$ cat src/inc/bsd_regs.svh
// Register offsets, field positions and codes of the branch/special decoder
`ifndef BSD_REGS_SVH
`define BSD_REGS_SVH

// Register bus geometry
`define BSD_ADDR_W        5
`define BSD_DATA_W        16
`define BSD_NUM_REGS      8
`define BSD_IDX_W         3

// Register offsets
`define BSD_OFF_REG0      5'h00
`define BSD_OFF_REG7      5'h07
`define BSD_OFF_EB        5'h08
`define BSD_OFF_FB        5'h09
`define BSD_OFF_FIXED_EXT_BANK_REG     5'h0A
`define BSD_OFF_ADDR      5'h0B
`define BSD_OFF_STATUS    5'h0C
`define BSD_OFF_CONTROL   5'h0D

// Indices of hardware-loaded registers in the register file
`define BSD_IDX_G         3'h6
`define BSD_IDX_B         3'h7

// Bank register widths
`define BSD_EB_W          3
`define BSD_FB_W          5
`define BSD_FIXED_EXT_BANK_REG_W       3

// Word layout (bit numbers counted from 0)
`define BSD_BIT_SIGN      15
`define BSD_BIT_PAR       14
`define BSD_BIT_OC1       13
`define BSD_BIT_OC0       12
`define BSD_ADDR_MSB      11
`define BSD_MADDR_W       12
`define BSD_OC_W          3

// Special codes held in the buffer register, and the minus-zero word tested on the write lines
`define BSD_CODE_REL      16'h0003
`define BSD_CODE_INH      16'h0004
`define BSD_CODE_EXT      16'h0006
`define BSD_MINUS_ZERO    16'hFFFF

// Control register fields
`define BSD_CTL_PAR_EN    0
`define BSD_CTL_CLR_ALARM 1
`define BSD_CTL_CLR_FUT   2
`define BSD_CTL_RESET     16'h0001

`endif

$ cat src/inc/bsd_pkg.sv
// Types shared by the branch/special decoder modules
package bsd_pkg;

  // Decoded branch flip-flop patterns
  typedef struct packed {
    logic pat_01;
    logic pat_01_10;
    logic pat_10;
    logic pat_00;
  } bsd_branch_dec_s;

  // Fetching subinstructions, one bit each
  typedef struct packed {
    logic store_two;
    logic xfer;
    logic xfer_fixed;
    logic resume;
    logic mult;
    logic bzero;
    logic bzero_minus;
  } bsd_fetch_s;

  // Status word read by software
  typedef struct packed {
    logic       parity_alarm;
    logic       interrupt_inhibit;
    logic       future_extend;
    logic       special_ff;
    logic       branch_two;
  } bsd_status_s;

  typedef logic [15:0] bsd_word_t;

endpackage

$ cat src/verilog/bsd_parity.sv
// Odd parity generator and checker for one memory word
`timescale 1ns/1ns
`include "bsd_regs.svh"

module bsd_parity (
  input  wire logic [15:0] word_i,     // Word in memory layout
  output logic             par_gen_o,  // Parity bit that makes it odd
  output logic             par_ok_o    // Word including parity is odd
);

  // Parity over sign and value bits, parity slot excluded
  assign par_gen_o = ~(word_i[`BSD_BIT_SIGN]
                     ^ (^word_i[`BSD_BIT_OC1:0]));
  // Odd number of ones overall
  assign par_ok_o  = ^word_i;

endmodule // bsd_parity

$ cat src/verilog/bsd_branch_dec.sv
// Decoder of the two branch flip-flop states
`timescale 1ns/1ns

module bsd_branch_dec (
  input  wire logic                      br1_i,  // Branch one state
  input  wire logic                      br2_i,  // Branch two state
  output bsd_pkg::bsd_branch_dec_s       dec_o   // Decoded patterns
);

  // One decoded line per pattern, first bit is branch one
  assign dec_o.pat_01    = ~br1_i & br2_i;
  assign dec_o.pat_01_10 = br1_i ^ br2_i;
  assign dec_o.pat_10    = br1_i & ~br2_i;
  assign dec_o.pat_00    = ~br1_i & ~br2_i;

endmodule // bsd_branch_dec

$ cat src/verilog/bsd_branch_special.sv
// Branch test, special instruction recognition and processor registers
`timescale 1ns/1ns
`include "bsd_regs.svh"

module bsd_branch_special (
  input  wire logic              REF_CLK_I,         // 10 MHz clock
  input  wire logic              RST_N_I,           // Async reset, low
  // Register port
  input  wire logic [4:0]        REG_ADDR_I,        // Register offset
  input  wire logic [15:0]       REG_WDATA_I,       // Write data
  input  wire logic              REG_WR_I,          // Write strobe
  input  wire logic              REG_RD_I,          // Read strobe
  output logic [15:0]            REG_RDATA_O,       // Read data
  // Timing from the sequence generator
  input  wire logic              PHASE_THREE_I,     // Phase three
  input  wire logic              PHASE_FOUR_I,      // Phase four
  input  wire logic              TIME_SEVEN_PHASE_FOUR_I, // T7 phase 4
  input  wire logic              TIME_EIGHT_I,      // Time pulse 8
  input  wire logic              TIME_TWELVE_I,     // Time pulse 12
  // Branch test
  input  wire logic              MINUS_ZERO_TEST_PULSE_I, // Minus zero
  input  wire logic              SIGN_TEST_PULSE_I, // Sign test
  input  wire logic [15:0]       WRITE_LINES_I,     // Write lines
  input  wire logic              BRANCH_ONE_STATE_I, // Branch one ff
  output logic                   BRANCH_TWO_STATE_O, // Internal branch
  output logic                   BRANCH_TWO_MONITOR_OUT_O, // Monitor
  output bsd_pkg::bsd_branch_dec_s BRANCH_DECODE_O, // Decoded states
  // Fetching subinstructions
  input  bsd_pkg::bsd_fetch_s    FETCH_SUBINSTR_I,  // Active fetch
  output logic                   SPECIAL_RECOGNITION_ENABLE_O, // Enable
  output logic                   RELEASE_PULSE_O,   // Release code
  output logic                   INHIBIT_PULSE_O,   // Inhibit code
  output logic                   EXTEND_PULSE_O,    // Extend code
  output logic                   SPECIAL_FF_O,      // Special ff
  output logic                   READ_ADDRESS_PULSE_O, // Read address
  output logic                   SPECIAL_PATH_SIGNAL_O, // Special path
  output logic                   NORMAL_PATH_SIGNAL_O, // Normal path
  output logic                   READ_Z_PULSE_O,    // Read Z
  output logic                   STAGE_TWO_SET_PULSE_O, // Stage two
  output logic                   BUFFER_READ_PULSE_O, // Buffer read
  output logic                   WRITE_B_PULSE_O,   // Write B
  output logic                   FUTURE_EXTEND_FLAG_O, // Future extend
  output logic                   INTERRUPT_INHIBIT_O, // Inhibit ff
  // Memory side
  input  wire logic              MEM_READ_I,        // Memory word valid
  input  wire logic [15:0]       MEM_RDATA_I,       // Word from memory
  input  wire logic              MEM_WRITE_I,       // Write to memory
  output logic [15:0]            MEM_WDATA_O,       // Word with parity
  output logic                   PARITY_ALARM_O,    // Parity alarm
  // Decoded instruction
  output logic [2:0]             OPERATION_CODE_FIELD_O, // To sequencer
  output logic [11:0]            ADDRESS_REG_O,     // Memory address
  output logic [2:0]             ERASABLE_BANK_REG_O, // Erasable bank
  output logic [4:0]             FIXED_BANK_REG_O,  // Fixed bank
  output logic [2:0]             FIXED_EXT_BANK_REG_O // Extension bank
);

  ////////////////////////////////////////////////////////////////////
  // Reset synchroniser
  logic rst_meta_q;
  logic rst_n_q;

  // Release through two flip-flops
  always_ff @(posedge REF_CLK_I or negedge RST_N_I) begin
    if (!RST_N_I) begin
      rst_meta_q <= 1'b0;
      rst_n_q    <= 1'b0;
    end else begin
      rst_meta_q <= 1'b1;
      rst_n_q    <= rst_meta_q;
    end
  end

  ////////////////////////////////////////////////////////////////////
  // Functions
  function automatic logic reg_hit(input logic [4:0] a,
                                   input logic [4:0] off);
    reg_hit = (a == off);
  endfunction

  // Memory layout to processor layout: sign copied into parity slot
  function automatic logic [15:0] to_cpu(input logic [15:0] w);
    to_cpu = w;
    to_cpu[`BSD_BIT_PAR] = w[`BSD_BIT_SIGN];
  endfunction

  ////////////////////////////////////////////////////////////////////
  // Declarations
  logic [15:0]             regs_q [`BSD_NUM_REGS];
  logic                    br2_q;
  logic                    spc_q;
  logic                    fut_q;
  logic                    inh_q;
  logic                    alarm_q;
  logic [15:0]             ctl_q;
  logic [2:0]              eb_q;
  logic [4:0]              fb_q;
  logic [2:0]              fext_q;
  logic [11:0]             addr_q;
  logic [2:0]              oc_q;
  logic [15:0]             wdata_q;
  logic [15:0]             rdata_q;
  logic [15:0]             rdata_d;
  logic [15:0]             g_word;
  logic                    rec_en;
  logic                    recog;
  logic                    rel_p;
  logic                    inh_p;
  logic                    ext_p;
  logic                    any_p;
  logic                    read_address_pulse;
  logic                    spc_path;
  logic                    nrm_path;
  logic                    load_b;
  logic                    rd_par_ok;
  logic                    wr_par;
  logic [15:0]             wr_word;
  logic                    clr_alarm;
  logic                    clr_fut;
  logic                    wr_ctl;
  bsd_pkg::bsd_status_s    status;

  ////////////////////////////////////////////////////////////////////
  // Branch two flip-flop
  always_ff @(posedge REF_CLK_I or negedge rst_n_q) begin
    if (!rst_n_q) begin
      br2_q <= 1'b0;
    end else if (MINUS_ZERO_TEST_PULSE_I && PHASE_THREE_I) begin
      br2_q <= 1'b0;
    end else if (MINUS_ZERO_TEST_PULSE_I && PHASE_FOUR_I) begin
      if (WRITE_LINES_I == `BSD_MINUS_ZERO) begin
        br2_q <= 1'b1;
      end
    end else if (SIGN_TEST_PULSE_I && PHASE_THREE_I) begin
      br2_q <= 1'b0;
    end else if (SIGN_TEST_PULSE_I && PHASE_FOUR_I) begin
      if (WRITE_LINES_I[`BSD_BIT_SIGN]) begin
        br2_q <= 1'b1;
      end
    end
    // Otherwise the last tested value is kept
  end

  // Branch outputs
  assign BRANCH_TWO_STATE_O       = br2_q;
  assign BRANCH_TWO_MONITOR_OUT_O = br2_q;

  // Pattern decoder
  bsd_branch_dec u_dec (
    .br1_i (BRANCH_ONE_STATE_I),
    .br2_i (br2_q),
    .dec_o (BRANCH_DECODE_O)
  );

  ////////////////////////////////////////////////////////////////////
  // Special instruction recognition
  assign rec_en = |FETCH_SUBINSTR_I;
  assign recog  = rec_en && TIME_SEVEN_PHASE_FOUR_I;
  assign g_word = regs_q[`BSD_IDX_G];

  // Codes are taken from the buffer register only
  assign rel_p = recog && (g_word == `BSD_CODE_REL);
  assign inh_p = recog && (g_word == `BSD_CODE_INH);
  assign ext_p = recog && (g_word == `BSD_CODE_EXT);
  assign any_p = rel_p || inh_p || ext_p;

  assign SPECIAL_RECOGNITION_ENABLE_O = rec_en;
  assign RELEASE_PULSE_O = rel_p;
  assign INHIBIT_PULSE_O = inh_p;
  assign EXTEND_PULSE_O  = ext_p;

  // Special flip-flop: set by a code at T7 phase 4, reset at T12 or at T7 phase 4 with no code
  always_ff @(posedge REF_CLK_I or negedge rst_n_q) begin
    if (!rst_n_q) begin
      spc_q <= 1'b0;
    end else if (any_p) begin
      spc_q <= 1'b1;
    end else if (TIME_TWELVE_I || recog) begin
      spc_q <= 1'b0;
    end
  end

  assign SPECIAL_FF_O = spc_q;

  ////////////////////////////////////////////////////////////////////
  // Fetch path steering at T08
  assign read_address_pulse      = rec_en && TIME_EIGHT_I;
  assign spc_path = read_address_pulse && spc_q;
  assign nrm_path = read_address_pulse && !spc_q;
  assign load_b   = nrm_path;

  assign READ_ADDRESS_PULSE_O  = read_address_pulse;
  assign SPECIAL_PATH_SIGNAL_O = spc_path;
  assign NORMAL_PATH_SIGNAL_O  = nrm_path;
  assign READ_Z_PULSE_O        = spc_path;
  assign STAGE_TWO_SET_PULSE_O = spc_path;
  assign BUFFER_READ_PULSE_O   = nrm_path;
  assign WRITE_B_PULSE_O       = nrm_path;

  ////////////////////////////////////////////////////////////////////
  // Control register decode
  assign wr_ctl    = REG_WR_I && reg_hit(REG_ADDR_I, `BSD_OFF_CONTROL);
  assign clr_alarm = wr_ctl && REG_WDATA_I[`BSD_CTL_CLR_ALARM];
  assign clr_fut   = wr_ctl && REG_WDATA_I[`BSD_CTL_CLR_FUT];

  // Control register, only the enable bit is stored
  always_ff @(posedge REF_CLK_I or negedge rst_n_q) begin
    if (!rst_n_q) begin
      ctl_q <= `BSD_CTL_RESET;
    end else if (wr_ctl) begin
      ctl_q <= 16'h0000;
      ctl_q[`BSD_CTL_PAR_EN] <= REG_WDATA_I[`BSD_CTL_PAR_EN];
    end
  end

  // Future-extend flag, set wins over software clear
  always_ff @(posedge REF_CLK_I or negedge rst_n_q) begin
    if (!rst_n_q) begin
      fut_q <= 1'b0;
    end else if (ext_p) begin
      fut_q <= 1'b1;
    end else if (clr_fut) begin
      fut_q <= 1'b0;
    end
  end

  // Interrupt inhibit flip-flop
  always_ff @(posedge REF_CLK_I or negedge rst_n_q) begin
    if (!rst_n_q) begin
      inh_q <= 1'b0;
    end else if (inh_p) begin
      inh_q <= 1'b1;
    end else if (rel_p) begin
      inh_q <= 1'b0;
    end
  end

  assign FUTURE_EXTEND_FLAG_O = fut_q;
  assign INTERRUPT_INHIBIT_O  = inh_q;

  ////////////////////////////////////////////////////////////////////
  // Parity check on reads and generation on writes
  bsd_parity u_par_rd (
    .word_i    (MEM_RDATA_I),
    .par_gen_o (),
    .par_ok_o  (rd_par_ok)
  );

  bsd_parity u_par_wr (
    .word_i    (WRITE_LINES_I),
    .par_gen_o (wr_par),
    .par_ok_o  ()
  );

  // Written word carries generated parity in its own slot
  always_comb begin
    wr_word = WRITE_LINES_I;
    wr_word[`BSD_BIT_PAR] = wr_par;
  end

  // Registered memory write word
  always_ff @(posedge REF_CLK_I or negedge rst_n_q) begin
    if (!rst_n_q) begin
      wdata_q <= 16'h0000;
    end else if (MEM_WRITE_I) begin
      wdata_q <= wr_word;
    end
  end

  assign MEM_WDATA_O = wdata_q;

  // Sticky parity alarm, a new mismatch wins over clear
  always_ff @(posedge REF_CLK_I or negedge rst_n_q) begin
    if (!rst_n_q) begin
      alarm_q <= 1'b0;
    end else if (MEM_READ_I && !rd_par_ok
                 && ctl_q[`BSD_CTL_PAR_EN]) begin
      alarm_q <= 1'b1;
    end else if (clr_alarm) begin
      alarm_q <= 1'b0;
    end
  end

  assign PARITY_ALARM_O = alarm_q;

  ////////////////////////////////////////////////////////////////////
  // Eight 16-bit registers; buffer and B loaded by hardware first
  always_ff @(posedge REF_CLK_I or negedge rst_n_q) begin
    if (!rst_n_q) begin
      for (int i = 0; i < `BSD_NUM_REGS; i++) begin
        regs_q[i] <= 16'h0000;
      end
    end else begin
      if (REG_WR_I && (REG_ADDR_I <= `BSD_OFF_REG7)) begin
        regs_q[REG_ADDR_I[2:0]] <= REG_WDATA_I;
      end
      if (MEM_READ_I) begin
        // Parity slot replaced by sign inside the processor
        regs_q[`BSD_IDX_G] <= to_cpu(MEM_RDATA_I);
      end
      if (load_b) begin
        regs_q[`BSD_IDX_B] <= g_word;
      end
    end
  end

  ////////////////////////////////////////////////////////////////////
  // Opcode and address register loaded on a normal fetch
  always_ff @(posedge REF_CLK_I or negedge rst_n_q) begin
    if (!rst_n_q) begin
      oc_q   <= 3'h0;
      addr_q <= 12'h000;
    end else if (load_b) begin
      oc_q   <= {g_word[`BSD_BIT_SIGN],
                 g_word[`BSD_BIT_OC1],
                 g_word[`BSD_BIT_OC0]};
      addr_q <= g_word[`BSD_ADDR_MSB:0];
    end else if (REG_WR_I && reg_hit(REG_ADDR_I, `BSD_OFF_ADDR)) begin
      addr_q <= REG_WDATA_I[`BSD_ADDR_MSB:0];
    end
  end

  assign OPERATION_CODE_FIELD_O = oc_q;
  assign ADDRESS_REG_O          = addr_q;

  ////////////////////////////////////////////////////////////////////
  // Bank registers
  always_ff @(posedge REF_CLK_I or negedge rst_n_q) begin
    if (!rst_n_q) begin
      eb_q   <= 3'h0;
      fb_q   <= 5'h00;
      fext_q <= 3'h0;
    end else if (REG_WR_I) begin
      if (reg_hit(REG_ADDR_I, `BSD_OFF_EB)) begin
        eb_q <= REG_WDATA_I[`BSD_EB_W-1:0];
      end
      if (reg_hit(REG_ADDR_I, `BSD_OFF_FB)) begin
        fb_q <= REG_WDATA_I[`BSD_FB_W-1:0];
      end
      if (reg_hit(REG_ADDR_I, `BSD_OFF_FIXED_EXT_BANK_REG)) begin
        fext_q <= REG_WDATA_I[`BSD_FIXED_EXT_BANK_REG_W-1:0];
      end
    end
  end

  assign ERASABLE_BANK_REG_O  = eb_q;
  assign FIXED_BANK_REG_O     = fb_q;
  assign FIXED_EXT_BANK_REG_O = fext_q;

  ////////////////////////////////////////////////////////////////////
  // Status word
  assign status.parity_alarm      = alarm_q;
  assign status.interrupt_inhibit = inh_q;
  assign status.future_extend     = fut_q;
  assign status.special_ff        = spc_q;
  assign status.branch_two        = br2_q;

  // Read mux, unmapped offsets read zero
  always_comb begin
    rdata_d = 16'h0000;
    if (REG_ADDR_I <= `BSD_OFF_REG7) begin
      rdata_d = regs_q[REG_ADDR_I[2:0]];
    end else begin
      unique case (REG_ADDR_I)
        `BSD_OFF_EB:      rdata_d = {13'h0000, eb_q};
        `BSD_OFF_FB:      rdata_d = {11'h000, fb_q};
        `BSD_OFF_FIXED_EXT_BANK_REG:   rdata_d = {13'h0000, fext_q};
        `BSD_OFF_ADDR:    rdata_d = {4'h0, addr_q};
        `BSD_OFF_STATUS:  rdata_d = {11'h000, status};
        `BSD_OFF_CONTROL: rdata_d = ctl_q;
        default:          rdata_d = 16'h0000;
      endcase
    end
  end

  // Read data register, valid the cycle after the strobe
  always_ff @(posedge REF_CLK_I or negedge rst_n_q) begin
    if (!rst_n_q) begin
      rdata_q <= 16'h0000;
    end else if (REG_RD_I) begin
      rdata_q <= rdata_d;
    end else begin
      rdata_q <= 16'h0000;
    end
  end

  assign REG_RDATA_O = rdata_q;

endmodule // bsd_branch_special

$ cat config.mk
export PLATFORM = sky130hd
export DESIGN_NAME = bsd_branch_special
export DESIGN_NICKNAME = d
export VERILOG_FILES = /design/src/inc/bsd_pkg.sv /design/src/verilog/bsd_parity.sv /design/src/verilog/bsd_branch_dec.sv /design/src/verilog/bsd_branch_special.sv
export VERILOG_INCLUDE_DIRS = /design/src /design/src/inc
export SDC_FILE = /design/constraint.sdc
export NUM_CORES = 1
export LEC_CHECK = 0
export ABC_AREA = 1
export BUFFER_PORTS_ARGS = -buffer_cell sky130_fd_sc_hd__clkbuf_2
export CORE_UTILIZATION = 51
export CTS_BUF_LIST = sky130_fd_sc_hd__clkbuf_16
export DETAILED_ROUTE_END_ITERATION = 8
export GPL_ROUTABILITY_DRIVEN = 0
export PLACE_DENSITY_LB_ADDON = 0.08
export SYNTH_ARGS = -nofsm -noshare
export SYNTH_HDL_FRONTEND = slang
export SYNTH_HIERARCHICAL = 1
export SYNTH_SLANG_ARGS = --single-unit
$ cat constraint.sdc
create_clock -name REF_CLK_I -period 6.65 [get_ports REF_CLK_I]
set_clock_uncertainty 0.1 [all_clocks]
set_input_delay 0.9975 -clock REF_CLK_I [delete_from_list [all_inputs] [get_ports REF_CLK_I]]
set_output_delay 0.9975 -clock REF_CLK_I [all_outputs]
set_load 0.01 [all_outputs]
# Word-level counts from Yosys, hierarchy flattened
# Cells that the tools add are included.
# Widths: inputs -> output; s select.
[classes] n_eq_ne=11 muxes=28 n_bitwise=9 n_lt_le_gt_ge=3 reduce_logical=40
[op_table] cell="$bwmux 128" count=1
[op_table] cell="$mux 16" count=7
[op_table] cell="$pmux 12 s6" count=1
[op_table] cell="$bmux 16 s3" count=1
[op_table] cell="$demux 16 s3" count=1
[op_table] cell="$eq 16x3->1 const B" count=2
[op_table] cell="$mux 32" count=1
[op_table] cell="$eq 5x4->1 const B" count=6
[op_table] cell="$mux 12" count=2
[op_table] cell="$logic_and 1x1->1" count=19
[op_table] cell="$eq 16x16->1 const B" count=1
[op_table] cell="$eq 16x2->1 const B" count=1
[op_table] cell="$reduce_xor 16->1" count=1
[op_table] cell="$mux 1" count=14
[op_table] cell="$reduce_bool 2->1" count=7
[op_table] cell="$reduce_xor 14->1" count=1
[op_table] cell="$reduce_bool 4->1" count=2
[op_table] cell="$reduce_or 7->1" count=1
[op_table] cell="$reduce_and 2->1" count=3
[op_table] cell="$le 5x3->1 const B" count=1
[op_table] cell="$ge 4x4->1 const B" count=1
[op_table] cell="$lt 4x1->1 const B" count=1
[op_table] cell="$not 3->4" count=1
[op_table] cell="$and 1x1->1" count=3
[op_table] cell="other kinds (6)" count=12
[totals] wordCells=114 regBits=194

# Logic depth before layout (Yosys ltp)
# Gate-level depths: netlist of the first run.
[logic_depth] depth_word=8 mapped_depth=12 mapped_depth_nobuf=12

# By module
# The synthesis of the first run kept the hierarchy.
[modules_own_cells] mod="bsd_branch_special" n_inst=1 seq_area_each_um2=4855.9 area_each_um2=9049.9 cells_per_inst=1123
[modules_own_cells] mod="bsd_parity" n_inst=2 seq_area_each_um2=0.0 area_each_um2=404.1 cells_per_inst=94
[modules_own_cells] mod="bsd_branch_dec" n_inst=1 seq_area_each_um2=0.0 area_each_um2=45.0 cells_per_inst=5

# Least setup slack after synthesis of the first run
# OpenSTA, ideal clock, no wires.
[synth_path] path_type="input to output" from="input FETCH_SUBINSTR_I[6] in the netlist's numbering" to="output SPECIAL_PATH_SIGNAL_O" arrival_time_ns=2.047 stages=6 n_path_buf=2 setup_slack_ns=3.506 cell_sequence="nor2_1 -> nand4_2 -> clkbuf_1 -> nand2_1 -> nor2_1 -> buf_4"
[synth_via] elab_chain_len=3
[synth_lines] element="start: declaration" line_no="bsd_branch_special.sv:29" rtl="input bsd_pkg::bsd_fetch_s FETCH_SUBINSTR_I,"
[synth_lines] element="$reduce_or 7->1" line_no="bsd_branch_special.sv:157" rtl="assign rec_en = |FETCH_SUBINSTR_I;"
[synth_lines] element="net SPECIAL_RECOGNITION_ENABLE_O" line_no="bsd_branch_special.sv:30" rtl="output logic SPECIAL_RECOGNITION_ENABLE_O,"
[synth_lines] element="$logic_and 1x1->1" line_no="bsd_branch_special.sv:187" rtl="assign read_address_pulse = rec_en && TIME_EIGHT_I;"
[synth_lines] element="$logic_and 1x1->1" line_no="bsd_branch_special.sv:188" rtl="assign spc_path = read_address_pulse && spc_q;"
[synth_lines] element="end: declaration" line_no="bsd_branch_special.sv:36" rtl="output logic SPECIAL_PATH_SIGNAL_O,"
# The timed path passes the listed nets, and every way through them passes these cells.

# Worst setup path after layout of the first run
[layout_path] from="input FETCH_SUBINSTR_I[6] in the netlist's numbering" to="output WRITE_B_PULSE_O"
[layout_via] elab_chain_len=3
[layout_lines] element="$reduce_or 7->1" line_no="bsd_branch_special.sv:157"
[layout_lines] element="$logic_and 1x1->1" line_no="bsd_branch_special.sv:187"
[layout_lines] element="$logic_and 1x1->1" line_no="bsd_branch_special.sv:189" rtl="assign nrm_path = read_address_pulse && !spc_q;"
[layout_lines] element="end: declaration" line_no="bsd_branch_special.sv:41" rtl="output logic WRITE_B_PULSE_O,"
# Every way passes these cells.

==> results.py, run 1 <==
metrics = {
    "clock_network": {
        "h-tree-depth": 4,
        "postCtsSetupRepairBufs": 0,
        "clk_latency_ns": 0.44,
        "clock_sinks": 194,
        "clockBufferDepth": 2,
        "cts_hold_buf": 0,
        "clk_pin_slew_ns": 0.07,
        "tritoncts": "built",
        "cts_made_buffers": 17,
        "cts-resized-gates": 0,
        "root_buffer": "clkbuf_16",
    },
    "floorplan": {
        "die_y_um": 140.2,
        "start_util_pct": 52.07,
        "die_w_um": 140.2,
        "dieArea_mm2": 0.01965,
        "core_area_mm2": 0.01871,
        "rows": 50,
        "num_io_pins": 153,
    },
    "global_routing": {
        "antenna_found_initial": 0,
        "overflow": 0,
        "grt_pass1_wl_mm": 42.30,
        "grt_pass1_vias": 8101,
        "gr-usage-all-layers_pct": 27.93,
        "grt_start_max_net_pins": 193,
    },
    "critical_path": {
        "path_max_fanout": 34,
        "critPathKind": "in -> out",
        "critPathArrivalTime_ns": 2.27,
        "cp.required_ns": 5.55,
        "start_kind": "primary input",
        "worstSetupEndpointType": "output pin",
    },
    "timing": {
        "finalMaxSlewViolations": 0,
        "hold_viol": 0,
        "final.setup.tns_ns": 0,
        "post-route-period-util_pct": 50.60,
        "period_needed_ns": 3.365,
        "rsz0062_at_grt": "false",
        "tightest_slew_ns": 1.091,
        "setup_viol": 0,
        "relSlewSlack_pct": 27.26,
        "max_freq_mhz": 297.2,
    },
    "cells_and_area": {
        "mostFrequentLayoutCells": "nand2_1 (450), dfrtp_1 (192), nor2_1 (162)",
        "layout.nets": 1475,
        "fillerInstances": 1765,
        "diodes": 0,
        "seqCellArea_mm2": 0.004860,
        "area_growth_pct": 14.34,
        "drive_gt1_share_pct": 17.43,
        "post-route-util_pct": 59.53,
        "design_area_mm2": 0.01114,
        "mostFrequentLayoutCell": "nand2_1",
        "multiInputGateArea_mm2": 0.004223,
    },
    "power": {
        "power.density_mw_per_mm2": 264.2,
        "p_seq_share_pct": 49.5,
        "p_sw_share_pct": 30.08,
        "ir_worst_vdd_mv": 0.1918,
        "pwr-share-clk_pct": 33.3,
        "p_comb_share_pct": 17.2,
        "switching_power_mw": 0.8848,
        "totalPowerFinal_mw": 2.942,
        "p_leak_nw": 6.078,
        "p_int_mw": 2.057,
    },
    "route": {
        "dr.first_iter.drc_count": 660,
        "viasPerCell": 5.310,
        "route.detailed.drc": 0,
        "via_count": 8735,
        "wl_per_cell_um": 15.96,
        "dr.pass1.iters": 5,
        "wirelength_mm": 26.26,
        "ant_nets": 0,
    },
    "yosys": {
        "syn_nets": 1357,
        "netlist_area_mm2": 0.009739,
        "yosysWarnings": 6,
        "synth.avg_cell_area_um2": 7.609,
        "syn_inst": 1280,
    },
    "status": {
        "status": "finished clean",
    },
    "placement": {
        "dp_hpwl_mm": 18.12,
        "portBuffers": 152,
        "dpl_cell_area_mm2": 0.01059,
    },
    "min_path": {
        "hp-class": "in -> async",
    },
    "job": {
        "maxCapViolCount": 0,
    },
}
==> per-stage QoR <==
| stage | cells | hold WS (ns) | setup slack (ns) |
|---|---|---|---|
| 5_1_grt | 1645 | 0.2171 | 3.091 |
| 2_1_floorplan | 1280 | 0.2312 | 0.7455 |
| 4_1_cts | 1645 | 0.2140 | 3.301 |
| 6_report | 1645 | 0.2241 | 3.285 |
| 3_3_place_gp | 1613 | 0.2361 | 3.031 |
| 3_5_place_dp | 1613 | 0.2358 | 2.953 |
==> critical path, stage by stage <==
cell	delay, ns
clkbuf_2	0.08
nor2_1	0.11
nand4_2	0.10
buf_4	0.21
nand3_1	0.09
buf_4	0.34
inv_1	0.17
clkbuf_2	0.16
==> layer usage <==
metal / vias to the layer above / global-route usage, % / share of wire (%)
li1: 4312 / - / -
met1: 4116 / 38.47 / 46
met2: 269 / 44.97 / 47
met3: 38 / 4.718 / 5.2
met4: 0 / 9.312 / 2.0
met5: - / 0 / 0
==> path summary, 6_finish.rpt <==
| kind | slack, ns | to | cells after the start | start |
|---|---|---|---|---|
| setup / recovery | 3.29 | WRITE_B_PULSE_O | 8 | FETCH_SUBINSTR_I[6] |
| hold / removal | 0.22 | rst_n_q | 1 | RST_N_I |
| setup reg to reg | 4.39 | ADDRESS_REG_O[9] | 7 | SPECIAL_FF_O |
| hold reg to reg | 0.25 | rst_n_q | 0 | rst_meta_q |
| max in group asynchronous | 5.22 | MEM_WDATA_O[9] | 1 | rst_n_q |
| min in group REF_CLK_I | 0.25 | rst_n_q | 0 | rst_meta_q |
==> power groups by stage <==
stage / combinational, mW / clock [mW] / sequential, mW
final: 0.507 / 0.979 / 1.46
after global routing: 0.581 / 1.04 / 1.48
after CTS: 0.511 / 0.993 / 1.45
after detailed placement: 0.508 / 0 / 1.48
after global placement: 0.496 / 0 / 1.47
after floorplan: 0.311 / 0 / 1.48
==> final cells by class <==
| type | instances | area share, % |
|---|---|---|
| clock buffers | 17 | 3.820 |
| repair buffers | 162 | 7.618 |
| inverters | 98 | 3.303 |
| flip-flops and latches | 194 | 43.64 |
| clock inverters | 15 | 1.067 |
| well taps | 234 | 2.629 |
| multi-input cells | 925 | 37.92 |
==> flip-flops by register name, summed over array words and instances, names as in the netlist, 5 cells and up <==
| register | cells |
|---|---|
| regs_q | 112 |
| MEM_WDATA_O | 16 |
| REG_RDATA_O | 16 |
| g_word | 16 |
| ADDRESS_REG_O | 12 |
| FIXED_BANK_REG_O | 5 |
Note: power is estimated with default switching activity, not from simulation.
==> run 2, diff against run 1 <==
- clock period: 6.65 -> 3.12 ns (I/O delays scaled with it)
==> results.py, run 2 (same netlist as run 1, synthesis figures left out) <==
metrics = {
    "power": {
        "power.density_mw_per_mm2": 562.9,
        "p_comb_share_pct": 17.1,
        "switching_power_mw": 1.861,
        "pwr-share-clk_pct": 33.7,
        "p_seq_share_pct": 49.2,
        "p_leak_nw": 6.142,
        "ir_worst_vdd_mv": 0.3878,
        "p_sw_share_pct": 29.37,
        "p_int_mw": 4.475,
    },
    "cells_and_area": {
        "layout.nets": 1486,
        "largest_register_ffs": 112,
        "drive_gt1_share_pct": 17.86,
        "mostFrequentLayoutCells": "nand2_1 (450), dfrtp_1 (192), nor2_1 (162)",
        "multiInputGateArea_mm2": 0.004223,
        "top_register": "regs_q",
        "seqCellArea_mm2": 0.004860,
        "area_growth_pct": 15.58,
        "post-route-util_pct": 60.18,
        "fillerInstances": 1761,
        "mostFrequentLayoutCell": "nand2_1",
        "final_cells": 1656,
        "diodes": 0,
    },
    "timing": {
        "rsz0062_at_grt": "false",
        "relSlewSlack_pct": 52.15,
        "holdWs_ns": 0.1899,
        "max_freq_mhz": 399.5,
        "worst_slack_ns": 0.6171,
        "finalMaxSlewViolations": 0,
        "final.setup.tns_ns": 0,
        "setup_viol": 0,
        "hold_viol": 0,
        "post-route-period-util_pct": 80.22,
        "period_needed_ns": 2.503,
        "tightest_slew_ns": 0.7151,
    },
    "floorplan": {
        "dieArea_mm2": 0.01965,
        "core_area_mm2": 0.01871,
        "die_y_um": 140.2,
        "rows": 50,
        "start_util_pct": 52.07,
        "num_io_pins": 153,
        "die_w_um": 140.2,
    },
    "critical_path": {
        "worstSetupEndpointType": "output pin",
        "critPathArrivalTime_ns": 1.93,
        "start_kind": "register",
        "path_max_fanout": 16,
        "critPathKind": "reg -> out",
        "cp.required_ns": 2.55,
    },
    "clock_network": {
        "cts_made_buffers": 17,
        "root_buffer": "clkbuf_16",
        "clock_sinks": 194,
        "clockBufferDepth": 2,
        "postCtsSetupRepairBufs": 0,
        "h-tree-depth": 4,
        "clk_pin_slew_ns": 0.07,
        "cts-resized-gates": 0,
        "tritoncts": "built",
        "clk_latency_ns": 0.43,
    },
    "route": {
        "ant_nets": 0,
        "via_count": 8817,
        "wl_per_cell_um": 16.23,
        "viasPerCell": 5.324,
        "dr.first_iter.drc_count": 775,
        "dr.pass1.iters": 5,
        "route.detailed.drc": 0,
        "wirelength_mm": 26.88,
    },
    "min_path": {
        "hp-class": "in -> reg",
    },
    "global_routing": {
        "grt_start_max_net_pins": 76,
        "antenna_found_initial": 1,
        "gr-usage-all-layers_pct": 28.73,
        "grt_pass1_vias": 8337,
        "overflow": 0,
        "grt_pass1_wl_mm": 43.57,
    },
    "placement": {
        "dp_slack_ns": 0.6098,
        "portBuffers": 152,
        "dp_hpwl_mm": 18.92,
        "dp_cells": 1623,
    },
    "status": {
        "status": "finished clean",
    },
    "job": {
        "maxCapViolCount": 0,
    },
}
==> run 2: timing repair <==
item	4_1_cts	5_1_grt
hold buffers	1	0
endpoints found under the hold margin	2	0
setup endpoints to repair	0	0
==> run 2: cell type report <==
| class | instances | share of cell area, % |
|---|---|---|
| Clock buffer | 17 | 3.779 |
| Clock inverter | 15 | 1.267 |
| Inverter | 98 | 3.268 |
| Multi-Input combinational cell | 925 | 37.51 |
| Sequential cell | 194 | 43.17 |
| Tap cell | 234 | 2.601 |
| Timing Repair Buffer | 173 | 8.403 |
==> run 2: final timing paths <==
check | start | end | slack, ns | depth (start not counted)
setup / recovery | SPECIAL_FF_O | WRITE_B_PULSE_O | 0.62 | 5
hold / removal | MEM_RDATA_I[13] | g_word[13] | 0.19 | 3
setup reg to reg | SPECIAL_FF_O | regs_q[9] | 1.07 | 8
hold reg to reg | rst_n_q | regs_q[111] | 0.26 | 0
max in group asynchronous | rst_n_q | ctl_q[0] | 1.79 | 1
min in group asynchronous | RST_N_I | rst_meta_q | 0.26 | 2
==> run 2: worst max-delay path, stage by stage (launching register included) <==
cell      delay (ns)
dfrtp_1         0.41
inv_1           0.06
buf_4           0.21
nand3_1         0.28
inv_1           0.34
clkbuf_2        0.19
==> run 2: through the flow <==
| stage | cell area, um2 | power, mW |
|---|---|---|
| floorplan | 9743 | 3.827 |
| global placement | 10680 | 4.207 |
| detailed placement | 10680 | 4.243 |
| CTS | 11260 | 6.372 |
| global route | 11260 | 6.676 |
| finish | 11260 | 6.336 |
==> run 2: routing by layer <==
layer,vias up,wire length (um),track usage (%)
met5,-,11,0
met4,2,661,10.76
met3,42,1443,4.308
met2,289,12650,46.84
met1,4137,12110,38.95
li1,4347,-,-
==> run 2: power by group through the flow <==
stage          Combinational, mW  Clock, mW  Sequential [mW]
2_1_floorplan              0.664          0             3.16
3_3_place_gp                1.06          0             3.15
6_report                    1.08       2.13             3.12
3_5_place_dp                1.08          0             3.16
5_1_grt                     1.24       2.27             3.16
4_1_cts                     1.09       2.17             3.12
